$ cat config.mk
export PLATFORM = sky130hd
export DESIGN_NAME = adc_core_warmup_ready_irq
export DESIGN_NICKNAME = d
export VERILOG_FILES = /design/src/logic/adc_warmup_pkg.sv /design/src/logic/core_warmup_if.sv /design/src/logic/adc_core_warmup_ready_irq.sv /design/src/logic/core_warmup_timer.sv
export SDC_FILE = /design/constraint.sdc
export NUM_CORES = 1
export LEC_CHECK = 0
export BUFFER_PORTS_ARGS = -buffer_cell sky130_fd_sc_hd__buf_4
export CAP_MARGIN = 20
export CORE_MARGIN = 8
export CORE_UTILIZATION = 45
export CTS_CLUSTER_SIZE = 28
export DETAILED_ROUTE_END_ITERATION = 10
export REMOVE_ABC_BUFFERS = 1
export SYNTH_ARGS = -nofsm -noshare
export SYNTH_HDL_FRONTEND = slang
export SYNTH_SLANG_ARGS = --single-unit
$ cat constraint.sdc
create_clock -name clk_sys -period 5.7 [get_ports clk_sys]
set_input_delay 0.57 -clock clk_sys [delete_from_list [all_inputs] [get_ports clk_sys]]
set_output_delay 0.57 -clock clk_sys [all_outputs]
set_load 0.01 [all_outputs]
$ cat src/logic/adc_warmup_pkg.sv
// Shared constants for the converter core warm-up and ready interrupt block
package adc_warmup_pkg;
  localparam int NUM_CORES = 4;
  localparam int NUM_UNITS = NUM_CORES + 1;
  localparam int ADDR_W = 4;
  localparam int DATA_W = 16;
  localparam int CNT_W = 16;
  localparam int SAMPLE_TIME_W = 10;
  localparam int WARMUP_SEL_W = 4;
  localparam int WARMUP_SEL_LSB = 8;
  localparam int SHARED_BIT = 7;
  localparam logic [ADDR_W-1:0] OFS_WARMUP_IRQ_EN = 4'h0;
  localparam logic [ADDR_W-1:0] OFS_POWER = 4'h1;
  localparam logic [ADDR_W-1:0] OFS_READY = 4'h2;
  localparam logic [ADDR_W-1:0] OFS_IRQ_STATUS = 4'h3;
  localparam logic [ADDR_W-1:0] OFS_IRQ_MASK = 4'h4;
  localparam logic [ADDR_W-1:0] OFS_CORE_CTL_BASE = 4'h8;
  localparam logic [WARMUP_SEL_W-1:0] WARMUP_SEL_RST = 4'h0;
  localparam logic [NUM_UNITS-1:0] UNIT_BITS_RST = 5'h00;
  localparam logic [SAMPLE_TIME_W-1:0] SAMPLE_TIME_RST = 10'h000;
  localparam logic [DATA_W-1:0] RD_DATA_RST = 16'h0000;
endpackage

$ cat src/logic/core_warmup_if.sv
// Carrier between the control block and the per-core warm-up timers
`timescale 1ns/10ps
`default_nettype none
interface core_warmup_if #(parameter int N = 5);
  logic [15:0] delay;
  logic [N-1:0] power;
  logic [N-1:0] ready;
  logic [N-1:0] ready_event;
  modport ctrl(output delay, output power, input ready, input ready_event);
  modport timer(input delay, input power, output ready, output ready_event);
endinterface
`default_nettype wire

$ cat src/logic/adc_core_warmup_ready_irq.sv
// Converter core warm-up delay, ready interrupt and core control registers
// Overview of operation
// - Warm-up code selects two-power source clock count
// - Each core has its own ready interrupt enable
// - Cleared enable blocks that core's ready interrupt
// - Four core registers with 10-bit sample time
// - Core register bits 15 to 10 read zero
// - Power enable bit per core; off clears ready
`timescale 1ns/10ps
`default_nettype none
module adc_core_warmup_ready_irq #(
  parameter int WARMUP_DIV_LOG2 = 0
) (
  input wire logic clk_sys, // System clock, 20 MHz
  input wire logic rst, // Asynchronous reset, active high
  input wire logic [adc_warmup_pkg::ADDR_W-1:0] addr, // Register index
  input wire logic [adc_warmup_pkg::DATA_W-1:0] wr_data, // Write data
  input wire logic wr_en, // Write strobe
  input wire logic rd_en, // Read strobe
  output logic [adc_warmup_pkg::DATA_W-1:0] rd_data, // Read data, cycle after strobe
  output logic irq, // Common interrupt, level
  output logic [adc_warmup_pkg::NUM_UNITS-1:0] core_power, // Power enables
  output logic [adc_warmup_pkg::NUM_CORES*adc_warmup_pkg::SAMPLE_TIME_W-1:0] sample_time
    // Sample time per core, core 0 in low bits
);
  localparam int NU = adc_warmup_pkg::NUM_UNITS;
  localparam int NC = adc_warmup_pkg::NUM_CORES;
  localparam int SW = adc_warmup_pkg::SAMPLE_TIME_W;

  logic [adc_warmup_pkg::WARMUP_SEL_W-1:0] warmup_sel_reg, warmup_sel_next;
  logic [NU-1:0] irq_en_reg, irq_en_next;
  logic [NU-1:0] power_reg, power_next;
  logic [NU-1:0] status_reg, status_next;
  logic [NU-1:0] mask_reg, mask_next;
  logic [SW-1:0] samp_reg [NC];
  logic [SW-1:0] samp_next [NC];
  logic [adc_warmup_pkg::DATA_W-1:0] rd_data_reg, rd_data_next;
  logic irq_reg, irq_next;
  logic [NU-1:0] wr_units;
  logic [31:0] delay_full;
  logic [15:0] delay_val;

  core_warmup_if #(.N(NU)) wu ();

  // Unit vector: cores in bits 3:0, shared core in bit 7
  function automatic logic [15:0] pack_units(input logic [NU-1:0] v);
    pack_units = {8'h00, v[NU-1], 3'h0, v[NC-1:0]};
  endfunction

  genvar g;
  generate
    for (g = 0; g < NU; g++) begin : g_timer
      core_warmup_timer #(.IDX(g)) u_timer (
        .clk_sys(clk_sys),
        .rst(rst),
        .wu(wu)
      );
    end
  endgenerate

  // Delay of 2^code periods, optionally scaled down for simulation
  always_comb begin
    delay_full = (32'h0000_0001 << warmup_sel_reg) >> WARMUP_DIV_LOG2;
    delay_val = (delay_full == 32'h0000_0000) ? 16'h0001 : delay_full[15:0];
  end

  assign wu.delay = delay_val;
  assign wu.power = power_reg;

  assign wr_units = {wr_data[adc_warmup_pkg::SHARED_BIT], wr_data[NC-1:0]};

  // Configuration group: warm-up code, ready enables, power, mask
  always_comb begin
    warmup_sel_next = warmup_sel_reg;
    irq_en_next = irq_en_reg;
    power_next = power_reg;
    mask_next = mask_reg;
    if (wr_en) begin
      unique case (addr)
        adc_warmup_pkg::OFS_WARMUP_IRQ_EN: begin
          warmup_sel_next = wr_data[adc_warmup_pkg::WARMUP_SEL_LSB +:
                                    adc_warmup_pkg::WARMUP_SEL_W];
          irq_en_next = wr_units;
        end
        adc_warmup_pkg::OFS_POWER: power_next = wr_units;
        adc_warmup_pkg::OFS_IRQ_MASK: mask_next = wr_units;
        default: begin
        end
      endcase
    end
  end

  always_ff @(posedge clk_sys or posedge rst) begin
    if (rst) begin
      warmup_sel_reg <= adc_warmup_pkg::WARMUP_SEL_RST;
      irq_en_reg <= adc_warmup_pkg::UNIT_BITS_RST;
      power_reg <= adc_warmup_pkg::UNIT_BITS_RST;
      mask_reg <= adc_warmup_pkg::UNIT_BITS_RST;
    end else begin
      warmup_sel_reg <= warmup_sel_next;
      irq_en_reg <= irq_en_next;
      power_reg <= power_next;
      mask_reg <= mask_next;
    end
  end

  // Status group: ready events set, write one clears; set wins
  always_comb begin
    status_next = status_reg;
    if (wr_en && (addr == adc_warmup_pkg::OFS_IRQ_STATUS)) begin
      status_next = status_reg & ~wr_units;
    end
    status_next = status_next | (wu.ready_event & irq_en_reg);
    irq_next = |(status_next & mask_next);
  end

  always_ff @(posedge clk_sys or posedge rst) begin
    if (rst) begin
      status_reg <= adc_warmup_pkg::UNIT_BITS_RST;
      irq_reg <= 1'b0;
    end else begin
      status_reg <= status_next;
      irq_reg <= irq_next;
    end
  end

  // Sample time group, one field per core
  always_comb begin
    for (int i = 0; i < NC; i++) begin
      samp_next[i] = samp_reg[i];
      if (wr_en && (addr == adc_warmup_pkg::OFS_CORE_CTL_BASE + 4'(i))) begin
        samp_next[i] = wr_data[SW-1:0];
      end
    end
  end

  always_ff @(posedge clk_sys or posedge rst) begin
    if (rst) begin
      for (int i = 0; i < NC; i++) begin
        samp_reg[i] <= adc_warmup_pkg::SAMPLE_TIME_RST;
      end
    end else begin
      for (int i = 0; i < NC; i++) begin
        samp_reg[i] <= samp_next[i];
      end
    end
  end

  always_comb begin
    rd_data_next = adc_warmup_pkg::RD_DATA_RST;
    if (rd_en) begin
      unique case (addr)
        adc_warmup_pkg::OFS_WARMUP_IRQ_EN: begin
          rd_data_next = pack_units(irq_en_reg);
          rd_data_next[adc_warmup_pkg::WARMUP_SEL_LSB +:
                       adc_warmup_pkg::WARMUP_SEL_W] = warmup_sel_reg;
        end
        adc_warmup_pkg::OFS_POWER: rd_data_next = pack_units(power_reg);
        adc_warmup_pkg::OFS_READY: rd_data_next = pack_units(wu.ready);
        adc_warmup_pkg::OFS_IRQ_STATUS: rd_data_next = pack_units(status_reg);
        adc_warmup_pkg::OFS_IRQ_MASK: rd_data_next = pack_units(mask_reg);
        default: begin
          for (int i = 0; i < NC; i++) begin
            if (addr == adc_warmup_pkg::OFS_CORE_CTL_BASE + 4'(i)) begin
              rd_data_next = {6'h00, samp_reg[i]};
            end
          end
        end
      endcase
    end
  end

  always_ff @(posedge clk_sys or posedge rst) begin
    if (rst) begin
      rd_data_reg <= adc_warmup_pkg::RD_DATA_RST;
    end else begin
      rd_data_reg <= rd_data_next;
    end
  end

  generate
    for (g = 0; g < NC; g++) begin : g_samp_out
      assign sample_time[g*SW +: SW] = samp_reg[g];
    end
  endgenerate

  assign rd_data = rd_data_reg;
  assign irq = irq_reg;
  assign core_power = power_reg;
endmodule
`default_nettype wire

$ cat src/logic/core_warmup_timer.sv
// Warm-up counter for one converter core
`timescale 1ns/10ps
`default_nettype none
module core_warmup_timer #(
  parameter int IDX = 0
) (
  input wire logic clk_sys, // System clock
  input wire logic rst, // Asynchronous reset, active high
  core_warmup_if.timer wu // Delay, power in; ready out
);
  logic [adc_warmup_pkg::CNT_W-1:0] cnt_reg, cnt_next;
  logic ready_reg, ready_next;
  logic event_reg, event_next;
  logic [adc_warmup_pkg::CNT_W-1:0] cnt_inc;

  always_comb begin
    cnt_inc = cnt_reg + 16'h0001;
    cnt_next = cnt_reg;
    ready_next = ready_reg;
    event_next = 1'b0;
    if (!wu.power[IDX]) begin
      cnt_next = '0;
      ready_next = 1'b0;
    end else if (!ready_reg) begin
      if (cnt_inc >= wu.delay) begin
        ready_next = 1'b1;
        event_next = 1'b1;
      end else begin
        cnt_next = cnt_inc;
      end
    end
  end

  always_ff @(posedge clk_sys or posedge rst) begin
    if (rst) begin
      cnt_reg <= '0;
      ready_reg <= 1'b0;
      event_reg <= 1'b0;
    end else begin
      cnt_reg <= cnt_next;
      ready_reg <= ready_next;
      event_reg <= event_next;
    end
  end

  assign wu.ready[IDX] = ready_reg;
  assign wu.ready_event[IDX] = event_reg;
endmodule
`default_nettype wire
## Word-level counts from Yosys, hierarchy flattened

Cells that the tools add are included.

- Memory bits (writable): 0
- Memory bits (read-only): 0
- Memories kept: 0
- Register bits: 171
- Logic and storage cells: 125
- Input bits: 24
- Latch bits: 0
- Output and inout bits: 62

- Multiplexer cells: 50
- Shift-type cells: 1
- Multiply operators: 0
- Reductions and logical operators: 15
- Eq/ne operators: 18
- Bitwise gates (word level): 5
- $lt $le $gt $ge: 5
- Divide/modulo/power cells: 0
- $add $sub $neg: 5

Operators by type and width:

| cell | number |
|---|---|
| 2-to-1 mux 16 bit | 20 |
| adder 16 x 1 -> 16 bit, second input constant | 5 |
| >= comparator 16 bit | 5 |
| case mux 16 bit (5 select lines) | 1 |
| logical NOT 32 bit | 1 |
| left shift 1 x 4 -> 32 bit, first input constant | 1 |
| 2-to-1 mux 1 bit | 25 |
| inequality test 2 bit, second input constant | 10 |
| == test 4 bit, second input constant | 4 |
| AND 5 bit | 3 |
| 2-to-1 mux 5 bit | 3 |
| AND reduction 2 bit | 7 |
| 2-to-1 mux 10 bit | 1 |
| == test 4 x 2 -> 1 bit, second input constant | 2 |
| logical AND 1 bit | 5 |
| NOT 5 bit | 1 |
| OR 5 bit | 1 |
| OR reduction 5 bit | 1 |
| == test 4 x 1 -> 1 bit, second input constant | 1 |
| == test 4 x 3 -> 1 bit, second input constant | 1 |
| logical NOT 4 bit | 1 |

## Depth between registers and ports, before layout

- Depth in word-level cells: 7
- Mapped depth: 16
- Mapped depth without buffers: 13

## Worst setup path after synthesis

No wires, ideal clock.

- Path type: reg2reg
- From: register g_timer[4].u_timer.cnt_reg[0] in the netlist's numbering
- To: register g_timer[4].u_timer.cnt_reg[11] in the netlist's numbering
- Cell stages (with the launch flop): 16
- Arrival: 3.550 ns
- Setup slack: 2.072 ns
- Clock period less this slack: 3.628 ns
- Required time: 5.622 ns
- Path buffers: 2
- Library setup time: 0.078 ns
- Cells stage by stage: dfrtp_1 -> ha_1 -> nand3_1 -> or2_2 -> nor2_1 -> nand4_1 -> xnor2_1 -> ha_1 -> o21ai_0 -> nor2_1 -> a211o_1 -> clkbuf_1 -> nor2_1 -> clkbuf_1 -> or4b_2 -> a21oi_1

- Longest elaborated chain between the ends: 4
- Elaborated cells between the ends (all ways): 7
- Classes of those cells: add/sub: 1; order compare: 1; eq/ne: 1; mux: 3; reduce/logical: 1

Ends and longest elaborated chain:

| element | line | source |
|---|---|---|
| from (decl) | core_warmup_timer.sv:11 | `logic [adc_warmup_pkg::CNT_W-1:0] cnt_reg, cnt_next;` |
| from (signal assigned) | core_warmup_timer.sv:40 | `cnt_reg <= cnt_next;` |
| adder 16 x 1 -> 16 bit (*) | core_warmup_timer.sv:17 | `cnt_inc = cnt_reg + 16'h0001;` |
| >= comparator 16 bit or 2-to-1 mux 16 bit (tied branches) | core_warmup_timer.sv:25 | `if (cnt_inc >= wu.delay) begin` |
| inequality test 2 bit (no source line) or 2-to-1 mux 16 bit (tied branches) | - |  |
| AND reduction 2 bit (no source line) or 2-to-1 mux 16 bit (tied branches) | - |  |

Every way passes the cells marked *; elsewhere a longest branch is shown, timed or not. The select of a mux whose other input is x is not followed.
A chain may end at the register's enable or synchronous reset.

## Worst setup path after layout

- From: register g_timer[4].u_timer.cnt_reg[0] in the netlist's numbering
- To: register g_timer[4].u_timer.cnt_reg[2] in the netlist's numbering

Same word-level chain as after synthesis.

==> results by group <==
Outcome
  – Status: complete, no violations

Power and ir drop
  – Peak supply drop: 184 uV
  – Leakage: around 5.3 nW
  – Pwr Density: 334 nW/um2

Synth
  – Prevailing post-synth register cell: dfrtp_1
  – Mapped cell area: 10800 um2
  – Ys async rst share: 1.00
  – EDFF count, synth: 0
  – Area fraction of the dominant cell type after synthesis: 0.387
  – Syn. warnings: 0
  – Cells taking the most area after synthesis: dfrtp_1 39%, ha_1 9.9%, mux2_2 6.5%, xnor2_1 4.2%, a21oi_1 3.8%
  – Seq/Total Area, Yosys: 0.387
  – Synth unique cells: 67
  – Post-Syn Instances: 1101
  – Mean post-synth cell area: about 10 um2
  – Cell taking the most area after synthesis: dfrtp_1
  – Number of synthesized register bits: 167

Layout
  – Nets: between 1000 and 1500
  – Sequential cell area: 4180 um2
  – # fillers: 2221
  – Number of inserted diodes: 0
  – Commonest non-fill, non-tap cell in the layout: dfrtp_1
  – Most frequent cells in the layout: 167 x dfrtp_1, 89 x nand2_1, 88 x buf_4, 85 x ha_1, 82 x a21oi_1
  – Fraction of final layout cells sized beyond drive strength 1: 0.195
  – Multi-input logic area: 6270 um2
  – Largest register FFs: 80
  – Area delta synth->final: 12.8%

STA
  – Fin crit share: 0.778
  – RSZ-0062 raised after global routing: no
  – Setup TNS: 0 ns
  – Worst slew margin: 0.284
  – Achievable clock frequency: roughly 230 MHz
  – Endpoints failing hold: 0
  – Final setup fails: 0
  – Worst Setup Slack, final: 1.27 ns
  – Worst-Margin Slew: roughly 1.1 ns
  – Min Clock Period, post-route: 4.43 ns
  – Slew Limit Fails: 0
  – Setup skew after layout: 0.0127 ns

Critical path
  – Reg2reg setup slack: 1.27 ns
  – Max incr delay on CP: 0.64 ns
  – Setup crit start kind: flop
  – Worst r2r path cells: 13
  – RR Startpoint: g_timer[4].u_timer.cnt_reg[0]
  – CP max stage cell: or4b_2
  – Critical path cell sequence: ha_1 > nand3_1 > or2_2 > nor2_1 > nand4_1 > xnor2_1 > ha_1 > o21ai_0 > nor2_1 > a211o_1 > nor2_1 > or4b_2 > a21oi_1
  – R2R Path End: g_timer[4].u_timer.cnt_reg[2]
  – Worst Path Required: 6.05 ns
  – Critical path capture point type: flop
  – CP max FO: 17
  – CP most frequent cell: nor2_1
  – Worst setup path class: reg -> reg
  – CP arrival: between 4 and 5 ns

GRT
  – Global Route met1 Usage: 0.257
  – GR Util met3: 0.0318
  – M2 GR Usage: 0.330
  – Largest net degree at the start of global routing: 89
  – GRT Overall Usage: 0.197
  – Initial antenna violation count: 0
  – GRT busiest layer: met2
  – Vias in the first global route: 8379
  – First-pass GRT wire length: around 45 mm
  – Overflow after GRT: 0

Clock network
  – Sink Count: 167
  – CTS root buf: clkbuf_16
  – Post-CTS Hold Buffers: 0
  – Clock tree buffer depth: 2
  – H-Tree Depth: 4
  – Post-CTS Setup Bufs: 0
  – Skew-Pair Late Insertion Delay: between 0.4 and 0.5 ns
  – Resized Gates After CTS: 0
  – Register clock-pin slew on the reported worst setup and hold paths: around 0.070 ns
  – TritonCTS clock tree: done
  – CTS Buf Count: 17

Drt
  – Via density: approximately 5.8
  – Routed len/inst: 18.9 um
  – Via count: 8543
  – Total wire length: about 28 mm
  – DRT Pass-1 Iters: 5
  – Antenna Nets Post-Route: 0
  – Residual DRC count: 0
  – Initial DRC Count: 496

Floorplanning
  – Floorplan core area: between 20000 and 25000 um2
  – Rows: 56
  – Initial core utilization: 0.458
  – I/O pin cnt: 86
  – Die span in x: 171 um
  – Die Y: 171 um
  – Die ar.: 29200 um2

Flow run
  – Max cap viols: 0

Placed design
  – IO buf count: 77
  – Detailed placement HPWL: 19.3 mm
  – Place WS: 1.26 ns
  – GPL Wtd Cong: 0.811

Min path
  – HP Class: in -> async
==> kinds of logic after synthesis <==
| logic type | after synthesis | share of synthesized area |
|---|---|---|
| flip-flops | 167 | 0.387 |
| other | 1 | 0.000348 |
| adder cells (fa/ha/maj) | 85 | 0.0986 |
| XOR/XNOR | 76 | 0.0617 |
| buffers and inverters | 83 | 0.0327 |
| multiplexers | 82 | 0.0879 |
| AND/OR/NAND/NOR | 357 | 0.184 |
| AO/OA/AOI/OAI | 250 | 0.148 |
==> routing by layer <==
layer | vias up | wire, um
met5 | - | 0
met1 | 4181 | 12800
met3 | 36 | 865
met4 | 0 | 582
met2 | 132 | 13700
li1 | 4194 | -
==> Yosys cell counts (5+ instances only) <==
cell type    n
nor3_1      14
nor2_1      44
nand2b_1    26
and2_1      11
o21ai_0     53
clkbuf_1    47
nand2_1     89
or3_1       15
or4_1       14
xor2_1      24
or2_2       10
and3_1      15
mux2i_1     16
o211ai_1    10
inv_1       23
a21boi_0    18
a211oi_1    10
a21oi_1     82
nor2b_1      8
buf_1        5
o21a_1      11
nor4_1      11
nand3_1     32
ha_1        85
dfrtp_1    167
a22o_1       5
nand4_1     24
o22ai_1      5
o41ai_1     14
or4b_2      12
nor3b_1      5
mux2_2      62
o31ai_1     15
xnor2_1     52
or3_2        9
and4_1       6
==> critical path, delay by kind of cell, from the launching register on <==
kind / cells / cell delay (ns)
AOI/OAI and AO/OA: 3 / 0.81
xor gates and xnor gates: 1 / 0.17
adders and majority gates: 2 / 0.54
DFF: 1 / 0.43
and+or+nand+nor: 7 / 2.39
==> how the worst max path moves through the flow <==
stage | endpoint | slack, ns | startpoint
floorplan | core_power[0] | 0.61 | rst
global placement | g_timer[4].u_timer.cnt_reg[4] | 1.28 | g_timer[4].u_timer.cnt_reg[0]
detailed placement | g_timer[4].u_timer.cnt_reg[15] | 1.26 | g_timer[4].u_timer.cnt_reg[0]
CTS | g_timer[4].u_timer.cnt_reg[4] | 1.24 | g_timer[4].u_timer.cnt_reg[0]
global route | g_timer[4].u_timer.cnt_reg[6] | 0.92 | g_timer[4].u_timer.cnt_reg[0]
finish | g_timer[4].u_timer.cnt_reg[2] | 1.27 | g_timer[4].u_timer.cnt_reg[0]
==> through the flow <==
stage | hold slack [ns] | power, W | cell area (um2) | utilization | std cells
CTS | 0.346 | 0.00411 | 12200 | 0.517 | 1483
finish | 0.295 | 0.00407 | 12200 | 0.517 | 1483
detailed placement | 0.469 | 0.00295 | 11600 | 0.493 | 1451
global placement | 0.469 | 0.00293 | 11600 | 0.493 | 1451
global route | 0.372 | 0.00431 | 12200 | 0.517 | 1483
floorplan | 0.423 | 0.00240 | 10500 | - | 1044
==> layout make-up <==
| cell class | instances | area share |
|---|---|---|
| inverter | 23 | 0.00750 |
| tap | 319 | 0.0328 |
| clock inverter | 15 | 0.0122 |
| multi-input combinational | 854 | 0.515 |
| timing repair buffer | 88 | 0.0543 |
| clock buffer | 17 | 0.0349 |
| sequential | 167 | 0.343 |
==> where the power goes <==
part           internal [W]  total [W]  switching [W]
logic              0.000546    0.00137       0.000819
registers           0.00137    0.00155       0.000188
clock network      0.000587    0.00115       0.000560
total               0.00250    0.00407        0.00157
Power figures use the tool's default switching activity.
